## config.mk

```make
export PLATFORM = sky130hd
export DESIGN_NAME = rx_frontend_config_and_agc
export DESIGN_NICKNAME = d
export VERILOG_FILES = /design/src/logic/rx_frontend_pkg.sv /design/src/logic/rx_frontend_config_and_agc.sv
export SDC_FILE = /design/constraint.sdc
export NUM_CORES = 1
export LEC_CHECK = 0
export BUFFER_PORTS_ARGS = -buffer_cell sky130_fd_sc_hd__buf_2
export CORE_MARGIN = 2
export CORE_UTILIZATION = 37
export CTS_CLUSTER_SIZE = 20
export DETAILED_ROUTE_END_ITERATION = 12
export GPL_ROUTABILITY_DRIVEN = 0
export HOLD_SLACK_MARGIN = 0.02
export PLACE_DENSITY = 0.6
export SLEW_MARGIN = 20
export SYNTH_ARGS = -nofsm -noshare
export SYNTH_HDL_FRONTEND = slang
export SYNTH_SLANG_ARGS = --single-unit
```

## constraint.sdc

```tcl
create_clock -name clk_i -period 7.6 [get_ports clk_i]
set_input_delay 0.38 -clock clk_i [delete_from_list [all_inputs] [get_ports clk_i]]
set_output_delay 0.38 -clock clk_i [all_outputs]
set_load 0.005 [all_outputs]
```

## src/logic/rx_frontend_pkg.sv

```systemverilog
// Constants shared by the receiver front-end control block
package rx_frontend_pkg;
  // ****************************************
  // Register map (byte addresses)
  // ****************************************
  localparam logic [3:0] ADDR_CFG1 = 4'h0; // Antenna, amplifier and filter word
  localparam logic [3:0] ADDR_CFG2 = 4'h4; // Gain loop word
  localparam logic [3:0] ADDR_CFG3 = 4'h8; // Manual gain word
  localparam logic [3:0] ADDR_STAT = 4'hc; // Read-only status
  // Serial word index carried in the low nibble of a serial frame
  localparam logic [3:0] SER_IDX_CFG1 = 4'h1;
  localparam logic [3:0] SER_IDX_CFG2 = 4'h2;
  localparam logic [3:0] SER_IDX_CFG3 = 4'h3;
  localparam int SER_FRAME_BITS = 32;
  localparam logic [5:0] SER_FRAME_LEN = 6'h20;
  // ****************************************
  // Field positions, configuration word one
  // ****************************************
  localparam int FEED_SWITCH_BIT = 1;
  localparam int BANDPASS_BIT = 2;
  localparam int ORDER_BIT = 3;
  localparam int WIDTH_LSB = 4;
  localparam int CENTRE_LSB = 6;
  localparam int CENTRE_TOP_BIT = 12;
  localparam int AMP_SEL_LSB = 13;
  // ****************************************
  // Field positions, words two and three
  // ****************************************
  localparam int TARGET_LSB = 0;
  localparam int LOOP_MODE_LSB = 11;
  localparam int GAIN_LSB = 0;
  // ****************************************
  // Encodings and reset values
  // ****************************************
  localparam logic [1:0] AMP_AUTO = 2'h0;
  localparam logic [1:0] AMP_POWERED = 2'h1;
  localparam logic [1:0] AMP_PASSIVE = 2'h2;
  localparam logic [1:0] LOOP_MANUAL = 2'h2;
  localparam logic [15:0] CFG1_RESET = 16'h0000;
  localparam logic [15:0] CFG2_RESET = 16'h00aa; // Target of 170
  localparam logic [15:0] CFG3_RESET = 16'h0000;
  localparam logic [5:0] GAIN_MIN = 6'h00;
  localparam logic [5:0] GAIN_MAX = 6'h3f;
  localparam logic [5:0] GAIN_RESET = 6'h20;
  // ****************************************
  // Gain loop window
  // ****************************************
  localparam logic [8:0] WINDOW_LAST = 9'h1ff; // 512 cycles per window
endpackage : rx_frontend_pkg

```

## src/logic/rx_frontend_config_and_agc.sv

```systemverilog
// Front-end configuration decode, serial load port, Wishbone slave and gain loop
// Notes on behaviour
// RULE_01 - Amp select: auto, powered, passive, both off
// RULE_02 - Auto mode picks amp from feed current
// RULE_03 - Feed switch follows feed power bit
// RULE_04 - Bandpass bit; centre code only when bandpass
// RULE_05 - Order bit: 1 third, 0 fifth
// RULE_06 - Width code selects filter bandwidth
// RULE_07 - Centre word is seven bits wide
// RULE_08 - Host pairs centre and width codes
// RULE_09 - Manual gain code sets amplifier gain
// RULE_10 - Loop mode 10 uses manual gain
// RULE_11 - Count magnitude bits per 512-cycle window
// RULE_12 - Loop drives count toward density target
// RULE_13 - Host picks target such as 170
// RULE_14 - Detect output high when powered feed sensed
// RULE_15 - Serial data shifts on clock rise, select low
// RULE_16 - Step gain down if over, up if under
// RULE_17 - Gain code saturates, never wraps
//
// The placing of the registers and the Wishbone register port were decided locally.
`timescale 1ns/1ps
`default_nettype none
module rx_frontend_config_and_agc
  import rx_frontend_pkg::*;
(
  input wire logic clk_i,
  input wire logic rst_i,
  // Wishbone classic slave
  input wire logic wb_cyc_i,
  input wire logic wb_stb_i,
  input wire logic wb_we_i,
  input wire logic [3:0] wb_adr_i,
  input wire logic [3:0] wb_sel_i,
  input wire logic [31:0] wb_dat_i,
  output logic [31:0] wb_dat_o,
  output logic wb_ack_o,
  // Three-wire serial load port (asynchronous pins)
  input wire logic serial_clk_i,
  input wire logic serial_in_i,
  input wire logic serial_select_n_i,
  // Analog sense and converter inputs (asynchronous pins)
  input wire logic feed_current_sense_i,
  input wire logic adc_mag_i,
  // Front-end controls
  output logic feed_supply_pin_switch_o,
  output logic powered_feed_detect_out_o,
  output logic powered_input_amp_en_o,
  output logic passive_input_amp_en_o,
  output logic bandpass_select_o,
  output logic filter_order_select_o,
  output logic [1:0] filter_width_code_o,
  output logic [6:0] passband_centre_o,
  output logic [5:0] pga_gain_o
);
  // ****************************************
  // Synchronisers
  // ****************************************
  logic [1:0] sclk_sync; // Stage 0 only feeds stage 1
  logic [1:0] sdat_sync;
  logic [1:0] ssel_sync;
  logic [1:0] sense_sync;
  logic [1:0] mag_sync;
  logic sclk_prev; // Delayed copy for edge detection
  logic ssel_prev;
  logic sdat_late; // Data aligned with the edge detector

  // Every pin here is asynchronous to clk_i; a single flop could pass a
  // metastable level straight into the decode, so two stages are kept.
  // The extra delay is a few nanoseconds against much slower serial bits.
  // Two flops on every pin before use
  always_ff @(posedge clk_i) begin
    if (rst_i) begin
      sclk_sync <= 2'h0;
      sdat_sync <= 2'h0;
      ssel_sync <= 2'h3;
      sense_sync <= 2'h0;
      mag_sync <= 2'h0;
      sclk_prev <= 1'b0;
      ssel_prev <= 1'b1;
      sdat_late <= 1'b0;
    end else begin
      sclk_sync <= {sclk_sync[0], serial_clk_i};
      sdat_sync <= {sdat_sync[0], serial_in_i};
      ssel_sync <= {ssel_sync[0], serial_select_n_i};
      sense_sync <= {sense_sync[0], feed_current_sense_i};
      mag_sync <= {mag_sync[0], adc_mag_i};
      sclk_prev <= sclk_sync[1];
      ssel_prev <= ssel_sync[1];
      sdat_late <= sdat_sync[1];
    end
  end

  // ****************************************
  // Serial load port
  // ****************************************
  logic [31:0] ser_shift; // Frame being shifted in, MSB first
  logic [5:0] ser_count; // Bits seen in this frame, saturating
  wire sclk_rise = sclk_sync[1] & ~sclk_prev;
  wire ssel_low = ~ssel_prev;
  wire ssel_end = ssel_sync[1] & ~ssel_prev;
  // Frame is accepted only if exactly a full frame was shifted
  wire ser_done = ssel_end & (ser_count == SER_FRAME_LEN);
  wire [3:0] ser_idx = ser_shift[3:0];
  wire [15:0] ser_word = ser_shift[19:4];

  // The serial clock is oversampled by clk_i, so each of its phases must
  // last several clk_i periods or edges are lost.
  // A frame that is cut short leaves the words untouched, which is safer
  // than loading a half-shifted value into the front end.
  // Shift on each synchronised clock rise while select is low
  always_ff @(posedge clk_i) begin
    if (rst_i) begin
      ser_shift <= 32'h00000000;
      ser_count <= 6'h00;
    end else if (!ssel_low) begin
      ser_count <= 6'h00;
    end else if (sclk_rise) begin
      ser_shift <= {ser_shift[SER_FRAME_BITS-2:0], sdat_late}; // RULE_15
      if (ser_count != 6'h3f) begin
        ser_count <= ser_count + 6'h01;
      end
    end
  end

  // ****************************************
  // Wishbone slave and configuration words
  // ****************************************
  logic [15:0] cfg1; // Antenna, amplifier and filter settings
  logic [15:0] cfg2; // Loop mode and density target
  logic [15:0] cfg3; // Manual gain
  logic [9:0] last_count; // Count of the latest closed window
  logic [5:0] auto_gain; // Gain code held by the loop
  wire wb_req = wb_cyc_i & wb_stb_i & ~wb_ack_o;
  wire wb_wr = wb_req & wb_we_i;
  wire [15:0] wb_mask = {{8{wb_sel_i[1]}}, {8{wb_sel_i[0]}}};
  wire wr_cfg1 = wb_wr & (wb_adr_i == ADDR_CFG1);
  wire wr_cfg2 = wb_wr & (wb_adr_i == ADDR_CFG2);
  wire wr_cfg3 = wb_wr & (wb_adr_i == ADDR_CFG3);
  wire ser_cfg1 = ser_done & (ser_idx == SER_IDX_CFG1);
  wire ser_cfg2 = ser_done & (ser_idx == SER_IDX_CFG2);
  wire ser_cfg3 = ser_done & (ser_idx == SER_IDX_CFG3);
  wire [15:0] next_cfg1_wb = (cfg1 & ~wb_mask) | (wb_dat_i[15:0] & wb_mask);
  wire [15:0] next_cfg2_wb = (cfg2 & ~wb_mask) | (wb_dat_i[15:0] & wb_mask);
  wire [15:0] next_cfg3_wb = (cfg3 & ~wb_mask) | (wb_dat_i[15:0] & wb_mask);
  wire [31:0] stat_word = {15'h0000, powered_feed_detect_out_o, last_count, auto_gain};
  // Unmapped addresses still answer, reading zero
  wire [31:0] next_rdata = (wb_adr_i == ADDR_CFG1) ? {16'h0000, cfg1} :
                           (wb_adr_i == ADDR_CFG2) ? {16'h0000, cfg2} :
                           (wb_adr_i == ADDR_CFG3) ? {16'h0000, cfg3} :
                           (wb_adr_i == ADDR_STAT) ? stat_word : 32'h00000000;

  // The request is masked by ack so a master that holds cyc and stb one
  // cycle too long does not get a second answer back to back.
  // Read data is forced to zero outside ack so stale values never leak.
  // One-wait-state answer; ack drops the cycle after it rose
  always_ff @(posedge clk_i) begin
    if (rst_i) begin
      wb_ack_o <= 1'b0;
      wb_dat_o <= 32'h00000000;
    end else begin
      wb_ack_o <= wb_req;
      wb_dat_o <= wb_req ? next_rdata : 32'h00000000;
    end
  end

  // Serial load wins over a bus write landing in the same cycle
  always_ff @(posedge clk_i) begin
    if (rst_i) begin
      cfg1 <= CFG1_RESET;
      cfg2 <= CFG2_RESET;
      cfg3 <= CFG3_RESET;
    end else begin
      if (ser_cfg1) begin
        cfg1 <= ser_word;
      end else if (wr_cfg1) begin
        cfg1 <= next_cfg1_wb;
      end
      if (ser_cfg2) begin
        cfg2 <= ser_word;
      end else if (wr_cfg2) begin
        cfg2 <= next_cfg2_wb;
      end
      if (ser_cfg3) begin
        cfg3 <= ser_word;
      end else if (wr_cfg3) begin
        cfg3 <= next_cfg3_wb;
      end
    end
  end

  // ****************************************
  // Field extraction
  // ****************************************
  // Plain slices of the words; positions live in the package so that the
  // bus map and the serial map can never drift apart.
  wire feed_on = cfg1[FEED_SWITCH_BIT];
  wire bandpass = cfg1[BANDPASS_BIT];
  wire third_order = cfg1[ORDER_BIT];
  wire [1:0] width_code = cfg1[WIDTH_LSB +: 2];
  wire [6:0] centre_word = {cfg1[CENTRE_TOP_BIT], cfg1[CENTRE_LSB +: 6]}; // RULE_07
  wire [1:0] amp_sel = cfg1[AMP_SEL_LSB +: 2];
  wire [9:0] target = cfg2[TARGET_LSB +: 10];
  wire [1:0] loop_mode = cfg2[LOOP_MODE_LSB +: 2];
  wire [5:0] manual_gain = cfg3[GAIN_LSB +: 6];

  // ****************************************
  // Antenna and amplifier decode
  // ****************************************
  // Current only flows with the bias switch closed, so sense is gated by it
  wire next_detect = sense_sync[1] & feed_on; // RULE_14
  logic next_powered_en;
  logic next_passive_en;

  // Amplifier choice; auto mode follows the feed sense
  always_comb begin
    case (amp_sel) // RULE_01
      AMP_AUTO: begin
        next_powered_en = next_detect; // RULE_02
        next_passive_en = ~next_detect; // RULE_02
      end
      AMP_POWERED: begin
        next_powered_en = 1'b1;
        next_passive_en = 1'b0;
      end
      AMP_PASSIVE: begin
        next_powered_en = 1'b0;
        next_passive_en = 1'b1;
      end
      default: begin
        next_powered_en = 1'b0;
        next_passive_en = 1'b0;
      end
    endcase
  end

  // ****************************************
  // Gain loop
  // ****************************************
  logic [8:0] win_pos; // Cycle within the window
  logic [9:0] win_count; // Magnitude bits so far
  wire win_end = (win_pos == WINDOW_LAST);
  wire [9:0] final_count = win_count + {9'h000, mag_sync[1]};
  wire over = final_count > target;
  wire under = final_count < target;
  wire [5:0] gain_dn = (auto_gain == GAIN_MIN) ? GAIN_MIN : auto_gain - 6'h01; // RULE_17
  wire [5:0] gain_up = (auto_gain == GAIN_MAX) ? GAIN_MAX : auto_gain + 6'h01; // RULE_17
  // Too many magnitude hits means too much gain
  wire [5:0] next_auto_gain = over ? gain_dn : (under ? gain_up : auto_gain); // RULE_16
  // Loop keeps running in manual mode so a switch back resumes smoothly
  wire [5:0] next_gain = (loop_mode == LOOP_MANUAL) ? manual_gain : auto_gain; // RULE_10

  // One step per window keeps the loop slow and free of overshoot; a large
  // jump in signal level therefore takes many windows to settle.
  // The window counter wraps by itself, so no compare restarts it.
  // The count is ten bits wide so a window full of hits still fits.
  // Window counting and one gain step per window
  always_ff @(posedge clk_i) begin
    if (rst_i) begin
      win_pos <= 9'h000;
      win_count <= 10'h000;
      last_count <= 10'h000;
      auto_gain <= GAIN_RESET;
    end else begin
      win_pos <= win_pos + 9'h001; // RULE_11
      if (win_end) begin
        win_count <= 10'h000;
        last_count <= final_count; // RULE_11
        auto_gain <= next_auto_gain; // RULE_12
      end else begin
        win_count <= final_count;
      end
    end
  end

  // ****************************************
  // Registered outputs
  // ****************************************
  // Registering every pin costs one cycle of latency but keeps glitches
  // from the decode off the analog controls.
  // Every control pin comes straight from a flop
  always_ff @(posedge clk_i) begin
    if (rst_i) begin
      feed_supply_pin_switch_o <= 1'b0;
      powered_feed_detect_out_o <= 1'b0;
      powered_input_amp_en_o <= 1'b0;
      passive_input_amp_en_o <= 1'b0;
      bandpass_select_o <= 1'b0;
      filter_order_select_o <= 1'b0;
      filter_width_code_o <= 2'h0;
      passband_centre_o <= 7'h00;
      pga_gain_o <= GAIN_MIN;
    end else begin
      feed_supply_pin_switch_o <= feed_on; // RULE_03
      powered_feed_detect_out_o <= next_detect; // RULE_14
      powered_input_amp_en_o <= next_powered_en; // RULE_01
      passive_input_amp_en_o <= next_passive_en; // RULE_01
      bandpass_select_o <= bandpass; // RULE_04
      filter_order_select_o <= third_order; // RULE_05
      filter_width_code_o <= width_code; // RULE_06
      passband_centre_o <= bandpass ? centre_word : 7'h00; // RULE_04
      pga_gain_o <= next_gain; // RULE_09
    end
  end
endmodule : rx_frontend_config_and_agc
`default_nettype wire

```

==> flow_summary.rst <==
.. list-table::
   :header-rows: 1

   * - Metric
     - Value
   * - DP Wirelength
     - 12.45 mm
   * - Clock period minus final worst setup slack
     - 3154 ps
   * - Clock-pin slew on the worst setup and hold paths
     - 60 ps
   * - Final nets
     - 979
   * - Leakage Power
     - 0.003175 uW
   * - Finish-stage setup viols
     - 0
   * - Aggregate global-route resource usage
     - 18.07%
   * - Cts bufs inserted
     - 17
   * - Most common cell on crit path
     - sky130_fd_sc_hd__ha_1
   * - Total die area
     - 20,730 sq um
   * - Floorplan die width
     - 144.0 um
   * - Setup skew after layout
     - 11.61 ps
   * - Detailed-route wire length
     - 18.29 mm
   * - Maxcap violations
     - 0
   * - Antenna violations before repair
     - 0
   * - Number of global-route vias before repair
     - 5,367
   * - Postcts setup bufs
     - 0
   * - Reg2reg end
     - auto_gain[1]
   * - Cells traversed along the worst timing path
     - ha_1 -> ha_1 -> nand3_1 -> xor2_1 -> inv_1 -> ha_1 -> nand4_1 -> a211oi_1 -> a2111oi_1 -> buf_4 -> or4_1 -> a31oi_1
   * - Most instantiated flip-flop cell in the synthesis netlist
     - sky130_fd_sc_hd__dfxtp_1
   * - Data required time at the worst endpoint
     - 7950 ps
   * - Terminating pin of the worst hold path
     - ssel_sync[0]
   * - Total Negative Setup Slacks
     - 0 ps
   * - Clock tree from TritonCTS
     - yes
   * - Path class of the lowest-slack min-delay path
     - in -> reg
   * - Number of enable flip-flop cells after synthesis
     - 0
   * - Post-synthesis to final-layout area growth
     - 13.86%
   * - Netlist Area Pre-Place
     - 7248 sq um
   * - Unrepaired setup endpoints after global routing
     - no
   * - Number of iterations in the first detailed-routing pass
     - 4
   * - Seq cells post-synth
     - 161
   * - Resize count post-CTS
     - 0
   * - Critical path type
     - reg -> reg
   * - Chip height
     - 144.0 um
   * - Worst-case reg-to-reg path depth
     - 12
   * - Congestion Overflow GR
     - 0
   * - Number of nets still failing antenna checks after routing
     - 0
   * - Final clock period utilization by the worst path
     - 41.50%
   * - Vias/cell
     - 4.983
   * - Warning count from the yosys run
     - 0
   * - Drt initial violations
     - 306
   * - Minimum setup slack among reg-to-reg paths
     - 4450 ps
   * - Number of rows in the core area
     - 51
   * - Largest net degree at the start of global routing
     - 75
   * - Maximum buffer depth of the clock tree
     - 2
   * - First-pass GRT wire length
     - 28.71 mm
   * - Total count of hold-check failures in the final report
     - 0
   * - Average wire per standard cell
     - 15.40 um
   * - Post-route core utilization
     - 42.68%
   * - Synth unique cells
     - 54
   * - CTS Hold Buffers Added
     - 0
   * - Max incr delay on CP
     - 500 ps
   * - Cell type of the slowest stage on the worst timing path
     - sky130_fd_sc_hd__or4_1
   * - Mean cell area of the mapped netlist
     - 8.312 sq um
   * - Total instance count after detailed placement
     - 1,156
   * - Peak fanout along the critical path
     - 12
   * - Number of standard cells in the final layout excluding fillers
     - 1,188
   * - # IOs
     - 104
   * - Share of total power in combinational logic
     - 3.7%
   * - Clock Latency Late Sink
     - 440 ps
   * - Highest ir drop seen on vdd
     - 0.1668 mV
   * - Starting density of the core
     - 37.49%
   * - Fraction of the yosys area taken by sequential cells
     - 44.47%
   * - Origin of the worst min-delay path
     - serial_select_n_i
   * - Slew at the pin closest to its max-slew limit
     - 881.9 ps
   * - Diodes inserted
     - 0
   * - Worst slack on hold paths
     - 125.6 ps
   * - Data arrival time of the critical path
     - 3510 ps
   * - Worst slack at placement
     - 4310 ps
   * - Depth of the worst hold-timing path
     - 2
   * - Core outline area
     - 19,330 sq um
   * - H-tree depth
     - 4
   * - Net Switching
     - 405.5 uW
   * - Cells after synthesis
     - 872
   * - Part of the power in the clock network
     - 47.4%
   * - Internal cell power
     - 1341 uW
   * - Fraction of registers with async set/reset
     - 0%
   * - CP Launch Type
     - flop
   * - Proportion of total power due to net switching
     - 23.22%
   * - Kind of end point of the critical path
     - flop
   * - Reg power frac
     - 48.9%
   * - Clock sink count
     - 161
   * - PnR worst setup slack
     - 4446 ps
   * - Startpoint of the lowest-slack register-to-register path
     - mag_sync[1]
   * - Number of design rule violations left after detail routing
     - 0
   * - Total power divided by cell area
     - 211.6 nW/um^2
   * - Run status
     - finished, final reports clean
   * - Total number of vias
     - 5,920
   * - Relative slew margins
     - 41.09%
   * - Clock tree root buffer cell
     - sky130_fd_sc_hd__clkbuf_16
   * - Max Clock Freq
     - 317.1 MHz
   * - Count of final max-slew check failures
     - 0
   * - Layout cell share with drive strength beyond 1
     - 14.19%
   * - Port-buffer cells
     - 70
==> worst max-delay path by stage <==
stage,from,end,slack [ps],cells after the start
CTS,mag_sync[1],auto_gain[0],4260,11
finish,mag_sync[1],auto_gain[1],4450,12
detailed placement,mag_sync[1],auto_gain[0],4310,11
global placement,mag_sync[1],auto_gain[0],4370,11
global route,mag_sync[1],auto_gain[1],4310,12
floorplan,mag_sync[1],auto_gain[5],4990,11
==> cells by family after synthesis <==
family / Yosys count / synth area share (%)
mux: 10 / 1.416
buf+inv: 115 / 7.233
xor+xnor: 20 / 2.417
compound gates: 202 / 18.14
fa+ha+maj: 19 / 3.280
flops: 161 / 44.47
simple gates: 344 / 22.99
other cells: 1 / 0.05174
==> metrics by stage <==
step | area (sq um) | total power (uW)
final | 8253 | 1746
after global routing | 8253 | 1808
after CTS | 8245 | 1762
after detailed placement | 7680 | 937.2
after global placement | 7675 | 937.2
after floorplan | 7301 | 917.2
==> cells in the final DEF (no fill, tap or decap), types with 12 or more instances in the layout <==
cell type,n
sky130_fd_sc_hd__nand2_1,88
sky130_fd_sc_hd__inv_1,43
sky130_fd_sc_hd__nand2b_1,17
sky130_fd_sc_hd__conb_1,15
sky130_fd_sc_hd__buf_2,69
sky130_fd_sc_hd__a21oi_1,62
sky130_fd_sc_hd__o21ai_0,22
sky130_fd_sc_hd__clkbuf_16,17
sky130_fd_sc_hd__nor2b_1,20
sky130_fd_sc_hd__a22o_1,16
sky130_fd_sc_hd__ha_1,18
sky130_fd_sc_hd__dfxtp_1,161
sky130_fd_sc_hd__a211oi_1,67
sky130_fd_sc_hd__nor2_1,135
sky130_fd_sc_hd__nand3_1,18
sky130_fd_sc_hd__xor2_1,12
sky130_fd_sc_hd__a31oi_1,20
==> layer usage <==
metal	wire length, um	vias to the layer above	track usage, %
met5	0	-	0
met4	379	0	6.502
met3	704	29	4.165
met2	8573	119	29.15
met1	8636	2749	23.65
li1	-	3023	-
==> critical path, delay by kind of cell, from the launching register on <==
kind / cells / cell delay [ps]
AND/OR/NAND/NOR: 3 / 780
adder cells (fa/ha/maj): 3 / 760
AO/OA/AOI/OAI: 3 / 600
XOR/XNOR: 1 / 330
flip-flops: 1 / 300
buffers and inverters: 2 / 280
==> cell type report <==
class | count | area [sq um]
fill | 1979 | 11080
timing repair buffer | 77 | 405.4
tap | 265 | 331.6
clock inverter | 11 | 105.1
multi-input combinational | 610 | 3566
clock buffer | 21 | 460.4
inverter | 43 | 161.4
sequential | 161 | 3223
==> power groups by stage <==
stage	combinational, uW	sequential, uW	clock, uW
2_1_floorplan	45.6	872	0
3_3_place_gp	65.0	872	0
3_5_place_dp	64.8	872	0
4_1_cts	65.1	853	844
5_1_grt	71.9	854	883
6_report	64.9	853	828
==> cells in the mapped netlist, types with 8 or more instances <==
cell type	n	area share, %
sky130_fd_sc_hd__a31oi_1	20	1.7
sky130_fd_sc_hd__nand2b_1	17	1.5
sky130_fd_sc_hd__nand2_1	88	4.6
sky130_fd_sc_hd__dfxtp_1	161	44
sky130_fd_sc_hd__xnor2_1	8	0.97
sky130_fd_sc_hd__buf_4	18	1.9
sky130_fd_sc_hd__mux2i_1	8	1.1
sky130_fd_sc_hd__and2_1	8	0.69
sky130_fd_sc_hd__a22o_1	16	1.9
sky130_fd_sc_hd__a21oi_1	62	4.3
sky130_fd_sc_hd__nand3_1	18	1.2
sky130_fd_sc_hd__ha_1	19	3.3
sky130_fd_sc_hd__clkbuf_1	38	2.0
sky130_fd_sc_hd__inv_1	43	2.2
sky130_fd_sc_hd__nor2_1	135	7.0
sky130_fd_sc_hd__xor2_1	12	1.5
sky130_fd_sc_hd__a211oi_1	67	6.9
sky130_fd_sc_hd__nor2b_1	20	1.7
sky130_fd_sc_hd__o21ai_0	22	1.5
Power figures use the tool's default switching activity.
